$ cat src/err_fsm_defs.vh
`ifndef ERR_FSM_DEFS_VH
`define ERR_FSM_DEFS_VH

// ==========================================================================
// Register map (APB byte addresses)
`define OFF_CTRL        12'h000
`define OFF_STATUS      12'h004
`define OFF_SWITCH      12'h008
`define OFF_SLOTS       12'h00c
`define OFF_TASKFILE    12'h010
`define OFF_STATE       12'h014
`define OFF_QUEUED      12'h018

// ==========================================================================
// Control register fields
`define CTRL_RUN        0
`define CTRL_FBS_EN     1

// ==========================================================================
// Status register fields (error flags write one to clear; CR is read-only)
`define ST_IFS          0
`define ST_INFS         1
`define ST_TFES         2
`define ST_OFS          3
`define ST_IPMS         4
`define ST_CR           8
`define ST_NUM          5

// ==========================================================================
// Switching register fields
`define SW_SDE          0
`define SW_DWE_LO       8
`define SW_DWE_HI       11

// ==========================================================================
// Taskfile status bits
`define TF_BSY          7
`define TF_DRQ          3

// ==========================================================================
// Widths and resets
`define SLOT_W          32
`define DEV_W           4
`define ZERO32          32'h0000_0000
`define ZERO4           4'h0
`define ZERO8           8'h00
`define ZERO16          16'h0000
`define NUM_STATES      9

`endif

$ cat src/err_event_log.v
`timescale 1ns/1ns
// ==========================================================================
// Sticky status flags: hardware set wins over a software clear
`include "err_fsm_defs.vh"
module err_event_log
(
   input  wire                  clk,
   input  wire                  rst,
   input  wire [`ST_NUM-1:0]    set_in,
   input  wire [`ST_NUM-1:0]    clr_in,
   output wire [`ST_NUM-1:0]    flags
);
   genvar i;
   generate
      for (i = 0; i < `ST_NUM; i = i + 1)
      begin : g_flag
         reg flag_q;
         always @(posedge clk or posedge rst)
         begin
            if (rst)
               flag_q <= 1'b0;
            else if (set_in[i])
               flag_q <= 1'b1;
            else if (clr_in[i])
               flag_q <= 1'b0;
         end
         assign flags[i] = flag_q;
      end
   endgenerate
endmodule

$ cat src/port_error_handling_fsm.v
// Register access over APB and the register addresses are this design's own decisions.
`timescale 1ns/1ns
`include "err_fsm_defs.vh"
// Notes on behaviour
// - Sending or receiving a loop-test activate frame enters the loop-test state.
// - Loop-test state is left only when software clears port run enable.
// - Fatal condition persists until software clears port run enable.
// - Escape of a received frame sets interface fatal flag.
// - Escape of a sent data frame sets interface fatal flag.
// - Escape of sent non-data frame: fatal, or non-fatal plus single-drive error when switching.
// - Error reply to sent data frame sets fatal; posting may continue.
// - Error reply to sent non-data frame sets non-fatal flag.
// - CRC error on received data frame sets fatal; posting still allowed.
// - CRC error on received non-data frame sets non-fatal flag.
// - Device-bits frame with error updates queued slots, sets taskfile error, switching extras.
// - Register frame with error sets taskfile error, plus switching extras.
// - PIO setup frame with error sets taskfile error, plus switching extras.
// - DMA setup frame with no active slot sets interface fatal flag.
// - Other received frames with no active slot are dropped silently.
// - Overflow sets overflow flag, plus switching extras.
// - Underflow only records byte count; no error flag.
// - Invalid multiplier port field sets bad-port flag, then non-fatal handling.
// - Escape of sent register/data frame clears busy and request, copies, sets fatal.
// - An escaped transmitted frame is never retransmitted.
// - Escape handling leaves command issue bits untouched.
// - With switching, escape of sent register frame is non-fatal, single-drive error path.
// - After non-fatal handling return to idle or switching idle.
// - After fatal, list running bit clears once run enable is cleared.
module port_error_handling_fsm
(
   input  wire                  clk,
   input  wire                  rst,
   // APB slave
   input  wire                  psel,
   input  wire                  penable,
   input  wire                  pwrite,
   input  wire [11:0]           paddr,
   input  wire [31:0]           pwdata,
   output wire                  pready,
   output reg  [31:0]           prdata,
   output wire                  pslverr,
   // Link and transport events, one-cycle pulses
   input  wire                  loop_test_start,
   input  wire                  esc_rx_frame,
   input  wire                  esc_tx_data,
   input  wire                  esc_tx_reg,
   input  wire                  esc_tx_other,
   input  wire                  rerr_tx_data,
   input  wire                  rerr_tx_nondata,
   input  wire                  crc_rx_data,
   input  wire                  crc_rx_nondata,
   input  wire                  sdb_err,
   input  wire [31:0]           sdb_clear_slots,
   input  wire                  reg_err,
   input  wire                  pio_err,
   input  wire                  dma_setup_rx,
   input  wire                  other_rx,
   input  wire                  overflow,
   input  wire                  underflow,
   input  wire [15:0]           xfer_bytes,
   input  wire                  bad_pm_port,
   input  wire [3:0]            frame_dev,
   input  wire                  list_start,
   // Datapath controls and header update
   output wire                  post_enable,
   output wire                  drop_frame,
   output wire                  retransmit_block,
   output reg                   byte_count_we,
   output reg  [15:0]           byte_count,
   output reg                   internal_busy_copy,
   output reg                   internal_request_copy
);
   // =======================================================================
   // States
   localparam [8:0] S_IDLE     = 9'b0_0000_0001;
   localparam [8:0] S_SW_IDLE  = 9'b0_0000_0010;
   localparam [8:0] S_LOOP     = 9'b0_0000_0100;
   localparam [8:0] S_BADPM    = 9'b0_0000_1000;
   localparam [8:0] S_ESC_FAT  = 9'b0_0001_0000;
   localparam [8:0] S_ESC_SW   = 9'b0_0010_0000;
   localparam [8:0] S_ONE_DRV  = 9'b0_0100_0000;
   localparam [8:0] S_NONFAT   = 9'b0_1000_0000;
   localparam [8:0] S_WAIT_CLR = 9'b1_0000_0000;

   reg  [8:0]               state_q;
   reg  [8:0]               state_d;
   reg                      run_q;
   reg                      fbs_en_q;
   reg                      list_running_bit;
   reg                      single_device_error_flag;
   reg  [`DEV_W-1:0]        failing_device_field;
   reg  [`SLOT_W-1:0]       queued_slot_active_bits;
   reg                      taskfile_busy_bit;
   reg                      taskfile_transfer_request_bit;
   reg  [`SLOT_W-1:0]       command_issue_bits;
   reg                      no_retx_q;
   wire [`ST_NUM-1:0]       flags;
   reg  [`ST_NUM-1:0]       set_v;
   wire [`ST_NUM-1:0]       clr_v;
   reg  [31:0]              rd_d;

   wire wr_en     = psel & penable & pwrite;
   wire rd_setup  = psel & ~penable & ~pwrite;
   wire wr_ctrl   = wr_en & (paddr == `OFF_CTRL);
   wire wr_status = wr_en & (paddr == `OFF_STATUS);
   wire wr_switch = wr_en & (paddr == `OFF_SWITCH);
   wire wr_issue  = wr_en & (paddr == `OFF_SLOTS);
   wire wr_tfile  = wr_en & (paddr == `OFF_TASKFILE);
   wire wr_queued = wr_en & (paddr == `OFF_QUEUED);
   wire slot_act  = (command_issue_bits != `ZERO32) | (queued_slot_active_bits != `ZERO32);
   wire in_loop   = state_q == S_LOOP;
   wire rx_gate   = slot_act & ~in_loop;

   // =======================================================================
   // Event classification
   wire sw_esc_reg  = fbs_en_q & esc_tx_reg;
   wire sw_esc_oth  = fbs_en_q & esc_tx_other;
   wire esc_fatal   = esc_rx_frame | esc_tx_data | (esc_tx_reg & ~fbs_en_q)
                      | (esc_tx_other & ~fbs_en_q);
   wire dma_orphan  = dma_setup_rx & ~slot_act;
   wire tf_err      = (sdb_err | reg_err | pio_err) & rx_gate;
   wire fatal_ev    = esc_fatal | rerr_tx_data | crc_rx_data | dma_orphan;
   wire nonfat_ev   = rerr_tx_nondata | crc_rx_nondata | sw_esc_oth | sw_esc_reg;
   wire sde_ev      = fbs_en_q & (tf_err | overflow | sw_esc_oth | sw_esc_reg);
   wire any_ev      = fatal_ev | nonfat_ev | tf_err | overflow | bad_pm_port;
   wire esc_enter   = (state_d == S_ESC_FAT) & (state_q != S_ESC_FAT);

   always @*
   begin
      set_v = {`ST_NUM{1'b0}};
      set_v[`ST_IFS]  = fatal_ev;
      set_v[`ST_INFS] = nonfat_ev;
      set_v[`ST_TFES] = tf_err;
      set_v[`ST_OFS]  = overflow;
      set_v[`ST_IPMS] = bad_pm_port;
   end

   assign clr_v = wr_status ? pwdata[`ST_NUM-1:0] : {`ST_NUM{1'b0}};

   err_event_log u_log
   (
      .clk    (clk),
      .rst    (rst),
      .set_in (set_v),
      .clr_in (clr_v),
      .flags  (flags)
   );

   // =======================================================================
   // State machine
   always @*
   begin
      state_d = state_q;
      case (state_q)
         S_IDLE, S_SW_IDLE:
         begin
            if (loop_test_start)
               state_d = S_LOOP;
            else if (esc_fatal)
               state_d = S_ESC_FAT;
            else if (fatal_ev)
               state_d = S_WAIT_CLR;
            else if (sw_esc_reg)
               state_d = S_ESC_SW;
            else if (sde_ev)
               state_d = S_ONE_DRV;
            else if (bad_pm_port)
               state_d = S_BADPM;
            else if (any_ev)
               state_d = S_NONFAT;
            else
               state_d = fbs_en_q ? S_SW_IDLE : S_IDLE;
         end
         S_LOOP:
            if (!run_q)
               state_d = S_IDLE;
         S_BADPM:
            state_d = S_NONFAT;
         S_ESC_FAT:
            state_d = S_WAIT_CLR;
         S_ESC_SW:
            state_d = S_ONE_DRV;
         S_ONE_DRV, S_NONFAT:
            state_d = fbs_en_q ? S_SW_IDLE : S_IDLE;
         S_WAIT_CLR:
            if (!run_q)
               state_d = S_IDLE;
         default:
            state_d = S_IDLE;
      endcase
   end

   // =======================================================================
   // State register
   always @(posedge clk or posedge rst)
   begin
      if (rst)
         state_q <= S_IDLE;
      else
         state_q <= state_d;
   end

   // =======================================================================
   // Port control: run and switching enables
   always @(posedge clk or posedge rst)
   begin
      if (rst)
      begin
         run_q    <= 1'b0;
         fbs_en_q <= 1'b0;
      end
      else if (wr_ctrl)
      begin
         run_q    <= pwdata[`CTRL_RUN];
         fbs_en_q <= pwdata[`CTRL_FBS_EN];
      end
   end

   // =======================================================================
   // Underflow: the header byte count is written and no flag is raised
   always @(posedge clk or posedge rst)
   begin
      if (rst)
      begin
         byte_count_we <= 1'b0;
         byte_count    <= `ZERO16;
      end
      else
      begin
         byte_count_we <= underflow;
         if (underflow)
            byte_count <= xfer_bytes;
      end
   end

   // =======================================================================
   // Taskfile bits and copies; the escape clear outranks a same-cycle software write
   always @(posedge clk or posedge rst)
   begin
      if (rst)
      begin
         taskfile_busy_bit             <= 1'b0;
         taskfile_transfer_request_bit <= 1'b0;
         internal_busy_copy            <= 1'b0;
         internal_request_copy         <= 1'b0;
      end
      else if (esc_enter)
      begin
         taskfile_busy_bit             <= 1'b0;
         taskfile_transfer_request_bit <= 1'b0;
         internal_busy_copy            <= 1'b0;
         internal_request_copy         <= 1'b0;
      end
      else if (wr_tfile)
      begin
         taskfile_busy_bit             <= pwdata[`TF_BSY];
         taskfile_transfer_request_bit <= pwdata[`TF_DRQ];
         internal_busy_copy            <= pwdata[`TF_BSY];
         internal_request_copy         <= pwdata[`TF_DRQ];
      end
   end

   // =======================================================================
   // Retransmit block: set by any transmit escape, released by the next list start
   always @(posedge clk or posedge rst)
   begin
      if (rst)
         no_retx_q <= 1'b0;
      else if (esc_tx_data | esc_tx_reg | esc_tx_other)
         no_retx_q <= 1'b1;
      else if (list_start)
         no_retx_q <= 1'b0;
   end

   // =======================================================================
   // Slot registers empty when the port stops, so a stale slot cannot gate the next run
   always @(posedge clk or posedge rst)
   begin
      if (rst)
      begin
         command_issue_bits      <= `ZERO32;
         queued_slot_active_bits <= `ZERO32;
      end
      else if (!run_q)
      begin
         command_issue_bits      <= `ZERO32;
         queued_slot_active_bits <= `ZERO32;
      end
      else
      begin
         if (wr_issue)
            command_issue_bits <= command_issue_bits | pwdata;
         if (sdb_err & rx_gate)
            queued_slot_active_bits <= queued_slot_active_bits & ~sdb_clear_slots;
         else if (wr_queued)
            queued_slot_active_bits <= queued_slot_active_bits | pwdata;
      end
   end

   // =======================================================================
   // Single drive error: hardware set wins over the software clear
   always @(posedge clk or posedge rst)
   begin
      if (rst)
      begin
         single_device_error_flag <= 1'b0;
         failing_device_field     <= `ZERO4;
      end
      else if (sde_ev)
      begin
         single_device_error_flag <= 1'b1;
         failing_device_field     <= frame_dev;
      end
      else if (wr_switch & pwdata[`SW_SDE])
         single_device_error_flag <= 1'b0;
   end

   // =======================================================================
   // Command list running indication
   always @(posedge clk or posedge rst)
   begin
      if (rst)
         list_running_bit <= 1'b0;
      else if (!run_q)
         list_running_bit <= 1'b0;
      else if (list_start)
         list_running_bit <= 1'b1;
   end

   // =======================================================================
   // Datapath controls
   // Posting stays open after a fatal data error so the drive can finish
   assign post_enable      = run_q & ~in_loop;
   assign drop_frame       = other_rx & ~dma_setup_rx & ~slot_act;
   assign retransmit_block = no_retx_q;

   // =======================================================================
   // APB slave: zero wait, unmapped reads zero with error
   wire mapped = (paddr == `OFF_CTRL) | (paddr == `OFF_STATUS) | (paddr == `OFF_SWITCH)
                 | (paddr == `OFF_SLOTS) | (paddr == `OFF_QUEUED)
                 | (paddr == `OFF_TASKFILE) | (paddr == `OFF_STATE);
   assign pready  = 1'b1;
   assign pslverr = psel & penable & ~mapped;

   always @*
   begin
      rd_d = `ZERO32;
      case (paddr)
         `OFF_CTRL:     rd_d = {30'h0000_0000, fbs_en_q, run_q};
         `OFF_STATUS:   rd_d = {23'h00_0000, list_running_bit, 3'h0, flags};
         `OFF_SWITCH:   rd_d = {20'h0_0000, failing_device_field, 7'h00,
                                single_device_error_flag};
         `OFF_SLOTS:    rd_d = command_issue_bits;
         `OFF_QUEUED:   rd_d = queued_slot_active_bits;
         `OFF_TASKFILE: rd_d = {24'h00_0000, taskfile_busy_bit, 3'h0,
                                taskfile_transfer_request_bit, 3'h0};
         `OFF_STATE:    rd_d = {23'h00_0000, state_q};
         default:       rd_d = `ZERO32;
      endcase
   end

   always @(posedge clk or posedge rst)
   begin
      if (rst)
         prdata <= `ZERO32;
      else if (rd_setup)
         prdata <= rd_d;
   end
endmodule

$ cat config.mk
export PLATFORM = sky130hd
export DESIGN_NAME = port_error_handling_fsm
export DESIGN_NICKNAME = d
export VERILOG_FILES = /design/src/err_event_log.v /design/src/port_error_handling_fsm.v
export VERILOG_INCLUDE_DIRS = /design/src /design/src/src
export SDC_FILE = /design/constraint.sdc
export NUM_CORES = 1
export LEC_CHECK = 0
export BUFFER_PORTS_ARGS = -buffer_cell sky130_fd_sc_hd__buf_2
export CAP_MARGIN = 20
export CORE_MARGIN = 2
export CORE_UTILIZATION = 40
export CTS_CLUSTER_SIZE = 28
export DETAILED_ROUTE_END_ITERATION = 10
export PLACE_DENSITY = 0.7
export SYNTH_ARGS = -nofsm -noshare
export SYNTH_HDL_FRONTEND = slang
export SYNTH_HIERARCHICAL = 1
export SYNTH_SLANG_ARGS = --single-unit
$ cat constraint.sdc
create_clock -name clk -period 7.6 [get_ports clk]
set_input_delay 1.14 -clock clk [delete_from_list [all_inputs] [get_ports clk]]
set_output_delay 1.14 -clock clk [all_outputs]
set_load 0.05 [all_outputs]
After elaboration in Yosys (flattened, before gate mapping):

Cells that the tools add are included.

* multiplexer cells: 37
* reductions and logical operators: 14
* equal/unequal tests: 20
* bitwise gates (word level): 63

Operators by type and width (number)
* 32-bit case mux with 7 select lines: 1
* 32-bit 2-to-1 mux: 5
* 32-bit OR: 2
* 32-bit nonzero test: 2
* 9-bit case mux with 6 select lines: 1
* 12-bit by 5-bit == test with 1-bit output, second input constant: 3
* 9-bit 2-to-1 mux: 4
* 32-bit AND: 1
* 8-bit 2-to-1 mux: 4
* 32-bit NOT: 1
* 1-bit OR: 27
* 1-bit AND: 25
* 12-bit by 4-bit == test with 1-bit output, second input constant: 2
* 1-bit 2-to-1 mux: 20
* 9-bit by 5-bit == test with 1-bit output, second input constant: 2
* 2-bit nonzero test: 8
* 12-bit by 3-bit == test with 1-bit output, second input constant: 1
* 12-bit zero test: 1
* 9-bit by 1-bit == test with 1-bit output, second input constant: 1
* 9-bit by 2-bit == test with 1-bit output, second input constant: 1
* 9-bit by 3-bit == test with 1-bit output, second input constant: 1
* 9-bit by 4-bit == test with 1-bit output, second input constant: 1
* 9-bit by 6-bit == test with 1-bit output, second input constant: 1
* 9-bit by 7-bit == test with 1-bit output, second input constant: 1
* 10 further kinds: 18

* output and inout port bits: 56
* flip-flop bits (word level): 138
* word-level logic and storage cells: 153
* bits of input ports: 119

Depth between registers and ports, before layout:

Gate-level depths: netlist of the first run.

* depth in word-level cells: 22
* depth in mapped cells: 8
* depth with buffers taken out: 6

By module:

Netlist of the first run, hierarchy kept.

Modules (own cells, without submodules)
* port_error_handling_fsm: times used 1, cells each 585, area each 6038.3 µm², seq. area each 3329.4 µm²
* err_event_log: times used 1, cells each 21, area each 222.7 µm², seq. area each 125.1 µm²

Worst setup path before layout of the first run:

OpenSTA, ideal clock, no wires.

* kind: input-to-output
* start point: in paddr[3]
* end point: out pslverr
* arrival: 2.198 ns
* setup slack: 4.262 ns
* cell stages on the path: 3
* data required time: 6.460 ns
* buffers on the path: 1
* path through: clkbuf_1 > a31oi_1 > nor2_1

* longest elaborated chain between the ends: 9
* elaborated cells between the ends (all ways): 15
* those cells by class: eq/ne: 6; bitwise: 8; reduce/logical: 1

RTL lines
* start: declaration: line port_error_handling_fsm.v:37 `input wire [11:0] paddr,`
* 12-bit by 3-bit == test with 1-bit output or 12-bit zero test (tied branches)
* 1-bit OR (5 in series): line port_error_handling_fsm.v:339 `` wire mapped = (paddr == `OFF_CTRL) | (paddr == `OFF_STATUS) | (paddr == `OFF_SWITCH) ``
* 1-bit OR (*): line port_error_handling_fsm.v:339
* 1-bit NOT (*): line port_error_handling_fsm.v:343 `assign pslverr = psel & penable & ~mapped;`
* 1-bit AND (*): line port_error_handling_fsm.v:343
* end: declaration: line port_error_handling_fsm.v:41 `output wire pslverr,`

Every way passes the cells marked *; elsewhere a longest branch is shown, timed or not.

Worst setup path in the final report of the first run:

* start point: reg command_issue_bits[18]
* end point: out drop_frame

* longest elaborated chain between the ends: 4

RTL lines
* start: declaration: line port_error_handling_fsm.v:95 `` reg [`SLOT_W-1:0] command_issue_bits; ``
* start signal: assignment: line port_error_handling_fsm.v:281 `` command_issue_bits <= `ZERO32; ``
* start signal: assignment: line port_error_handling_fsm.v:286 `` command_issue_bits <= `ZERO32; ``
* start signal: assignment: line port_error_handling_fsm.v:292 `command_issue_bits <= command_issue_bits | pwdata;`
* 32-bit nonzero test (no line)
* 1-bit OR: line port_error_handling_fsm.v:110 `` wire slot_act = (command_issue_bits != `ZERO32) | (queued_slot_active_bits != `ZERO32); ``
* 1-bit NOT: line port_error_handling_fsm.v:334 `assign drop_frame = other_rx & ~dma_setup_rx & ~slot_act;`
* 1-bit AND: line port_error_handling_fsm.v:334
* end: declaration: line port_error_handling_fsm.v:66 `output wire drop_frame,`

No other way between the ends.

==> run_summary.xml, run 1 <==
<?xml version="1.0" encoding="UTF-8"?>
<metrics>
  <group name="outcome">
    <metric name="status" unit="">finished clean</metric>
  </group>
  <group name="critical_path">
    <metric name="startpoint_type" unit="">flip-flop</metric>
    <metric name="worst_setup_path_end_kind" unit="">output port</metric>
    <metric name="path_max_fanout" unit="">6</metric>
    <metric name="worst_endpoint_data_arrival_time" unit="ns">2.85</metric>
    <metric name="cp.required" unit="ns">6.46</metric>
    <metric name="timing.setup.critical_path_class" unit="">reg2out</metric>
  </group>
  <group name="clock_network">
    <metric name="clk_transition_reported_paths" unit="ns">0.06</metric>
    <metric name="cts-hold-fix-buffers" unit="">0</metric>
    <metric name="postCtsSetupRepairBufs" unit="">0</metric>
    <metric name="clk_path_buf_depth" unit="">2</metric>
    <metric name="cts-buffers-inserted" unit="">17</metric>
    <metric name="cts-resized-gates" unit="">0</metric>
    <metric name="clock_tree.htree_level_count" unit="">4</metric>
    <metric name="cts_tree" unit="">done</metric>
    <metric name="insertion_delay" unit="ns">0.43</metric>
    <metric name="numClockSinks" unit="">138</metric>
    <metric name="cts_root_buf" unit="">sky130_fd_sc_hd__clkbuf_16</metric>
  </group>
  <group name="timing">
    <metric name="maxClockFrequency" unit="MHz">251</metric>
    <metric name="setup_repair_after_global_routing_missed_its_margin" unit="">no</metric>
    <metric name="timing.clock.skew" unit="ns">0.0101</metric>
    <metric name="timing.final.crit_period" unit="ns">3.99</metric>
    <metric name="worst_pin_slew" unit="ns">0.880</metric>
    <metric name="report.final.slew_viol_count" unit="">0</metric>
    <metric name="fin_hold_ws" unit="ns">0.471</metric>
    <metric name="timing.slew.headroom" unit="%">41.3</metric>
    <metric name="final_cycle_utilization_of_the_critical_path" unit="%">52.5</metric>
    <metric name="finalSetupTns" unit="ns">0</metric>
    <metric name="final_setup_vio_count" unit="">0</metric>
    <metric name="hold_viol_final" unit="">0</metric>
  </group>
  <group name="logic_synthesis">
    <metric name="synth_area" unit="um^2">6260</metric>
    <metric name="synthFlopType" unit="">sky130_fd_sc_hd__dfrtp_1</metric>
    <metric name="yosysTopAreaCellShare" unit="%">54.8</metric>
    <metric name="synthTopCellsByArea" unit="">sky130_fd_sc_hd__dfrtp_1, sky130_fd_sc_hd__nor2_1, sky130_fd_sc_hd__mux2_2</metric>
    <metric name="fraction_of_synthesis_flops_using_an_asynchronous_set_or_reset_pin" unit="%">100</metric>
    <metric name="synth_sequential_area_ratio" unit="%">55.2</metric>
    <metric name="postSynthRegisterBits" unit="">138</metric>
    <metric name="synthDominantAreaCellType" unit="">sky130_fd_sc_hd__dfrtp_1</metric>
    <metric name="synthesis.area_per_instance" unit="um^2">10.3</metric>
    <metric name="synth-edff-count" unit="">0</metric>
    <metric name="post_synth_num_cell_types" unit="">58</metric>
    <metric name="syn_nets" unit="">725</metric>
    <metric name="synth_cells" unit="">606</metric>
    <metric name="synth.yosys.warnings" unit="">6</metric>
  </group>
  <group name="floorplan">
    <metric name="die_h" unit="um">129</metric>
    <metric name="dieArea" unit="um^2">16700</metric>
    <metric name="floorplan.rows" unit="">45</metric>
    <metric name="die_width" unit="um">129</metric>
    <metric name="design.portCount" unit="">175</metric>
    <metric name="core" unit="um^2">15300</metric>
    <metric name="initial_utilization" unit="%">41.0</metric>
  </group>
  <group name="global_routing">
    <metric name="grt_busiest_layer" unit="">met2</metric>
    <metric name="groute.layer.met2.usage" unit="%">34.3</metric>
    <metric name="met3_track_utilization_from_global_routing" unit="%">6.48</metric>
    <metric name="gr-total-overflow" unit="">0</metric>
    <metric name="first_global_vias" unit="">5220</metric>
    <metric name="grt_first_pass_wirelength" unit="mm">28.7</metric>
    <metric name="global_route.usage.total" unit="%">22.7</metric>
    <metric name="grt_antenna_before_repair" unit="">0</metric>
    <metric name="grtUsageMet1" unit="%">31.1</metric>
    <metric name="maximum_number_of_pins_on_one_net_before_global_route_repair" unit="">81</metric>
  </group>
  <group name="power">
    <metric name="combinationalPowerShare" unit="%">17.3</metric>
    <metric name="p_int" unit="uW">1360</metric>
    <metric name="power_frac_seq" unit="%">41.2</metric>
    <metric name="vdd.ir_drop.worst" unit="V">0.000164</metric>
    <metric name="power.net_switching" unit="uW">606</metric>
    <metric name="total_leakage_power" unit="uW">0.00367</metric>
    <metric name="power" unit="uW">1970</metric>
    <metric name="sw_frac_of_total" unit="%">30.8</metric>
    <metric name="clkPwrFrac" unit="%">41.5</metric>
    <metric name="pwr_density_cell" unit="nW/um^2">250</metric>
  </group>
  <group name="cells_and_area">
    <metric name="syn2layout_area_growth" unit="%">25.5</metric>
    <metric name="antennaDiodeCount" unit="">0</metric>
    <metric name="mostFrequentLayoutCell" unit="">sky130_fd_sc_hd__buf_2</metric>
    <metric name="stdcell_area" unit="um^2">7860</metric>
    <metric name="fin_nets" unit="">877</metric>
    <metric name="post_layout_nonfiller_instances" unit="">982</metric>
    <metric name="fillers" unit="">1425</metric>
    <metric name="layout_common_cells" unit="">sky130_fd_sc_hd__buf_2, sky130_fd_sc_hd__dfrtp_1, sky130_fd_sc_hd__nor2_1, sky130_fd_sc_hd__a21oi_1, sky130_fd_sc_hd__a31oi_1</metric>
    <metric name="drive_above_1_share" unit="%">33.2</metric>
  </group>
  <group name="routing">
    <metric name="route.detailed.wl_per_inst" unit="um">18.9</metric>
    <metric name="detail_route.vias_per_cell" unit="">5.68</metric>
    <metric name="number_of_detailed_route_iterations_in_the_first_pass" unit="">5</metric>
    <metric name="drc_errors" unit="">0</metric>
    <metric name="via_count" unit="">5579</metric>
    <metric name="route.antenna.remaining_nets" unit="">0</metric>
    <metric name="drt_first_iter_violations" unit="">426</metric>
    <metric name="wirelength" unit="mm">18.5</metric>
  </group>
  <group name="place">
    <metric name="hpwlAfterDp" unit="mm">13.0</metric>
    <metric name="placed_cells_incl_taps" unit="">949</metric>
    <metric name="finalWeightedCongestion" unit="">0.856</metric>
    <metric name="quantity_of_i_o_buffers_inserted_on_ports" unit="">173</metric>
    <metric name="place_area" unit="um^2">7250</metric>
  </group>
  <group name="hold_path">
    <metric name="hold_class" unit="">reg2reg</metric>
  </group>
  <group name="job">
    <metric name="maxCapViolCount" unit="">0</metric>
  </group>
</metrics>
[path summary, 6_finish.rpt]
path	startpoint	to	slack (ns)	cells past startpoint
worst max-delay path	command_issue_bits[18]	drop_frame	3.61	6
max in group asynchronous	rst	prdata[14]	5.55	4
min in group asynchronous	rst	u_log/g_flag[2].flag_q	0.64	2
worst max register to register	command_issue_bits[18]	queued_slot_active_bits[24]	4.65	7
worst min-delay path	prdata[8]	prdata[8]	0.47	1
worst min register to register	prdata[8]	prdata[8]	0.47	1
[Yosys cell counts, drive strengths merged, types with 3 or more instances]
library cell	n
buf	23
a21o	8
a222oi	6
a21oi	37
clkbuf	27
a31oi	36
nor2	104
a221oi	25
nand2b	3
a211oi	32
o21ai	17
nor4	21
o211ai	3
nand2	31
nand3	4
nand4b	3
inv	11
a22oi	6
mux2	22
dfrtp	137
and2	3
nor2b	4
and3	7
nand4	3
nor3	5
[critical path, cell delays in order, from the launching register on]
cell and delay [ns]:
sky130_fd_sc_hd__dfrtp_1 0.40, sky130_fd_sc_hd__nor4_1 0.44, sky130_fd_sc_hd__nand2_1 0.12, sky130_fd_sc_hd__nor4_2 0.68
sky130_fd_sc_hd__and2_1 0.35, sky130_fd_sc_hd__and3b_1 0.18, sky130_fd_sc_hd__buf_2 0.25
[sequential cells by signal, indices dropped and copies added (netlist names)]
| signal | flops |
|---|---|
| run_q | 1 |
| taskfile_busy_bit | 1 |
| queued_slot_active_bits | 32 |
| byte_count_we | 1 |
| fbs_en_q | 1 |
| single_device_error_flag | 1 |
| state_q | 9 |
| prdata | 32 |
| command_issue_bits | 32 |
| taskfile_transfer_request_bit | 1 |
| list_running_bit | 1 |
| u_log/g_flag.flag_q | 5 |
| retransmit_block | 1 |
| byte_count | 16 |
| failing_device_field | 4 |
[cell type report]
class | count | area (um^2) | area share (%)
multi-input combinational | 407 | 2520 | 32.1
clock inverter | 13 | 130 | 1.66
inverter | 11 | 43.8 | 0.558
tap | 211 | 264 | 3.36
sequential | 138 | 3450 | 44.0
clock buffer | 19 | 453 | 5.77
timing repair buffer | 183 | 986 | 12.6
[metrics by stage]
stage               setup slack [ns]  util (%)
floorplan                       2.91         -
global placement                4.03      47.2
detailed placement              4.04      47.5
CTS                             3.65      51.3
global route                    3.45      51.5
finish                          3.61      51.5
[per-layer routing]
metal | share of wire, % | routed length (um) | vias to the layer above
li1 | - | - | 2548
met1 | 43 | 7920 | 2731
met2 | 47 | 8710 | 272
met3 | 8.2 | 1520 | 28
met4 | 2.1 | 391 | 0
met5 | 0 | 0 | -
[power groups by stage]
stage,Combinational [uW],Clock [uW],Sequential [uW]
4_1_cts,339,823,810
3_3_place_gp,334,0,822
2_1_floorplan,151,0,911
5_1_grt,365,857,815
6_report,340,816,811
3_5_place_dp,338,0,824
[cell families (layout without fill, tap and decap cells)]
| family | after synthesis | in the layout | synth area share, % |
|---|---|---|---|
| xor gates and xnor gates | 4 | 4 | 0.560 |
| DFF | 138 | 138 | 55.2 |
| AOI/OAI and AO/OA | 179 | 179 | 19.7 |
| other | 1 | 1 | 0.0599 |
| buffers and inverters | 61 | 226 | 4.72 |
| muxes | 24 | 24 | 4.48 |
| and+or+nand+nor | 199 | 199 | 15.3 |
No activity file was read; power rests on OpenSTA's default activity.
==> run 2: changes to the inputs <==
- PLACE_DENSITY: 0.7 -> 0.72
- clock period: 7.6 -> 3.29 ns (I/O delays scaled with it)
==> run 2 against run 1 <==
Design area grew 0.21%. Wire length grew 0.12%. Die area is the same. Clock power grew 130%. Core utilization grew 0.11 points. Global-route usage grew 0.23 points. Non-clock buffer count grew 5.
==> run_summary.xml, run 2 (synthesis results as in run 1) <==
<?xml version="1.0" encoding="UTF-8"?>
<metrics>
  <group name="cells_and_area">
    <metric name="layout_top_registers" unit="">command_issue_bits x32, prdata x32, queued_slot_active_bits x32</metric>
    <metric name="syn2layout_area_growth" unit="%">25.7</metric>
    <metric name="multi_input_area" unit="um^2">2530</metric>
    <metric name="mostFrequentLayoutCell" unit="">sky130_fd_sc_hd__buf_2</metric>
    <metric name="fin_nets" unit="">882</metric>
    <metric name="final-seq-area" unit="um^2">3450</metric>
    <metric name="layout_common_cells" unit="">sky130_fd_sc_hd__buf_2, sky130_fd_sc_hd__dfrtp_1, sky130_fd_sc_hd__nor2_1, sky130_fd_sc_hd__a21oi_1, sky130_fd_sc_hd__a31oi_1</metric>
    <metric name="post_layout_nonfiller_instances" unit="">988</metric>
    <metric name="stdcell_area" unit="um^2">7870</metric>
    <metric name="fillers" unit="">1386</metric>
    <metric name="drive_above_1_share" unit="%">33.5</metric>
  </group>
  <group name="outcome">
    <metric name="status" unit="">finished clean</metric>
  </group>
  <group name="timing">
    <metric name="timing.clock.skew" unit="ns">0.0117</metric>
    <metric name="setup_repair_after_global_routing_missed_its_margin" unit="">no</metric>
    <metric name="hold_viol_final" unit="">0</metric>
    <metric name="final_cycle_utilization_of_the_critical_path" unit="%">91.3</metric>
    <metric name="report.final.slew_viol_count" unit="">0</metric>
    <metric name="fin_hold_ws" unit="ns">0.228</metric>
    <metric name="finalSetupTns" unit="ns">0</metric>
    <metric name="timing.final.crit_period" unit="ns">3.01</metric>
    <metric name="final_setup_vio_count" unit="">0</metric>
    <metric name="timing.slew.headroom" unit="%">46.6</metric>
    <metric name="maxClockFrequency" unit="MHz">333</metric>
    <metric name="worst_pin_slew" unit="ns">0.800</metric>
  </group>
  <group name="critical_path">
    <metric name="register_to_register_setup_slack" unit="ns">0.80</metric>
    <metric name="slowest_stage" unit="">sky130_fd_sc_hd__nor4_1</metric>
    <metric name="crit-reg2reg-capture" unit="">failing_device_field[3]</metric>
    <metric name="timing.critical_path.cells" unit="">nor4_1 &gt; nand2_1 &gt; nor4_2 &gt; buf_4 &gt; and2_1 &gt; and3b_1 &gt; buf_2</metric>
    <metric name="cp.required" unit="ns">2.80</metric>
    <metric name="delay_of_the_slowest_cell_on_the_worst_path" unit="ns">0.44</metric>
    <metric name="worst_setup_path_end_kind" unit="">output port</metric>
    <metric name="timing.setup.critical_path_class" unit="">reg2out</metric>
    <metric name="ff2ff_path_depth" unit="">7</metric>
    <metric name="worst_endpoint_data_arrival_time" unit="ns">2.51</metric>
    <metric name="path_max_fanout" unit="">6</metric>
    <metric name="r2r-start" unit="">command_issue_bits[18]</metric>
    <metric name="startpoint_type" unit="">flip-flop</metric>
  </group>
  <group name="floorplan">
    <metric name="design.portCount" unit="">175</metric>
    <metric name="die_width" unit="um">129</metric>
    <metric name="initial_utilization" unit="%">41.0</metric>
    <metric name="core" unit="um^2">15300</metric>
    <metric name="dieArea" unit="um^2">16700</metric>
    <metric name="floorplan.rows" unit="">45</metric>
    <metric name="die_h" unit="um">129</metric>
  </group>
  <group name="clock_network">
    <metric name="cts_tree" unit="">done</metric>
    <metric name="cts_root_buf" unit="">sky130_fd_sc_hd__clkbuf_16</metric>
    <metric name="postCtsSetupRepairBufs" unit="">0</metric>
    <metric name="clk_path_buf_depth" unit="">2</metric>
    <metric name="clock_tree.htree_level_count" unit="">4</metric>
    <metric name="clk_transition_reported_paths" unit="ns">0.07</metric>
    <metric name="numClockSinks" unit="">138</metric>
    <metric name="insertion_delay" unit="ns">0.43</metric>
    <metric name="cts-buffers-inserted" unit="">17</metric>
  </group>
  <group name="power">
    <metric name="power_frac_seq" unit="%">41.2</metric>
    <metric name="power" unit="uW">4550</metric>
    <metric name="vdd.ir_drop.worst" unit="V">0.000403</metric>
    <metric name="combinationalPowerShare" unit="%">17.4</metric>
    <metric name="power.net_switching" unit="uW">1400</metric>
    <metric name="sw_frac_of_total" unit="%">30.7</metric>
    <metric name="clkPwrFrac" unit="%">41.4</metric>
    <metric name="pwr_density_cell" unit="nW/um^2">578</metric>
    <metric name="total_leakage_power" unit="uW">0.00369</metric>
    <metric name="p_int" unit="uW">3150</metric>
  </group>
  <group name="hold_path">
    <metric name="hold-path-endpoint" unit="">queued_slot_active_bits[18]</metric>
    <metric name="min-delay-start" unit="">sdb_clear_slots[18]</metric>
    <metric name="hold_class" unit="">in2reg</metric>
    <metric name="number_of_cells_on_the_worst_hold_path" unit="">2</metric>
  </group>
  <group name="global_routing">
    <metric name="grt_first_pass_wirelength" unit="mm">29.1</metric>
    <metric name="global_route.usage.total" unit="%">22.9</metric>
    <metric name="gr-total-overflow" unit="">0</metric>
    <metric name="first_global_vias" unit="">5437</metric>
    <metric name="grt_antenna_before_repair" unit="">2</metric>
    <metric name="maximum_number_of_pins_on_one_net_before_global_route_repair" unit="">53</metric>
  </group>
  <group name="routing">
    <metric name="route.detailed.wl_per_inst" unit="um">18.8</metric>
    <metric name="detail_route.vias_per_cell" unit="">5.69</metric>
    <metric name="wirelength" unit="mm">18.6</metric>
    <metric name="drt_first_iter_violations" unit="">528</metric>
    <metric name="route.antenna.remaining_nets" unit="">0</metric>
    <metric name="drc_errors" unit="">0</metric>
    <metric name="via_count" unit="">5623</metric>
    <metric name="number_of_detailed_route_iterations_in_the_first_pass" unit="">7</metric>
  </group>
  <group name="place">
    <metric name="finalWeightedCongestion" unit="">0.946</metric>
    <metric name="placed_cells_incl_taps" unit="">954</metric>
    <metric name="hpwlAfterDp" unit="mm">13.3</metric>
    <metric name="place_area" unit="um^2">7270</metric>
    <metric name="quantity_of_i_o_buffers_inserted_on_ports" unit="">173</metric>
  </group>
  <group name="job">
    <metric name="maxCapViolCount" unit="">0</metric>
  </group>
</metrics>
-- run 2: area by class of cell --
| cell class | count | area share, % |
|---|---|---|
| flip-flops and latches | 138 | 43.9 |
| multi-input cells | 407 | 32.1 |
| repair buffers | 188 | 12.6 |
| clock buffers | 20 | 5.80 |
| well taps | 211 | 3.35 |
| clock inverters | 12 | 1.64 |
| inverters | 11 | 0.572 |
| diodes | 1 | 0.0318 |
-- run 2: per-layer routing --
metal  track usage [%]  part of all wire (%)  vias up
met5                 0                 0.086        -
met4              8.57                   2.5        2
met3              6.73                   9.2       45
met2              35.8                    46      302
met1              30.4                    42     2718
li1                  -                     -     2556
-- run 2: through the flow --
step	worst slack [ns]	utilization, %
after floorplan	0.914	-
after global placement	0.625	47.7
after detailed placement	0.620	47.7
after CTS	0.149	51.6
after global routing	0.0790	51.6
final	0.285	51.6
-- run 2: how the worst max path moves through the flow --
stage,slack [ns],start,end
5_1_grt,0.08,queued_slot_active_bits[23],drop_frame
2_1_floorplan,0.91,command_issue_bits[1],drop_frame
3_5_place_dp,0.62,queued_slot_active_bits[23],drop_frame
6_report,0.28,command_issue_bits[18],drop_frame
4_1_cts,0.15,queued_slot_active_bits[23],drop_frame
3_3_place_gp,0.63,queued_slot_active_bits[23],drop_frame
-- run 2: repair_timing --
action / CTS / global route
endpoints found under the setup margin: 0 / 1
hold endpoints to repair: 5 / 0
hold buffers: 1 / 0
resized for setup: 0 / 1
-- run 2: critical path: cells and delay by family (launching register included) --
kind / cells / cell delay [ns]
AND/OR/NAND/NOR: 5 / 1.23
buffers and inverters: 2 / 0.44
flip-flops: 1 / 0.41
-- run 2: power groups by stage --
stage	Combinational, uW	Clock, uW	Sequential (uW)
floorplan	350	0	2110
global placement	779	0	1900
detailed placement	784	0	1900
CTS	794	1920	1870
global route	851	1980	1880
finish	792	1880	1870
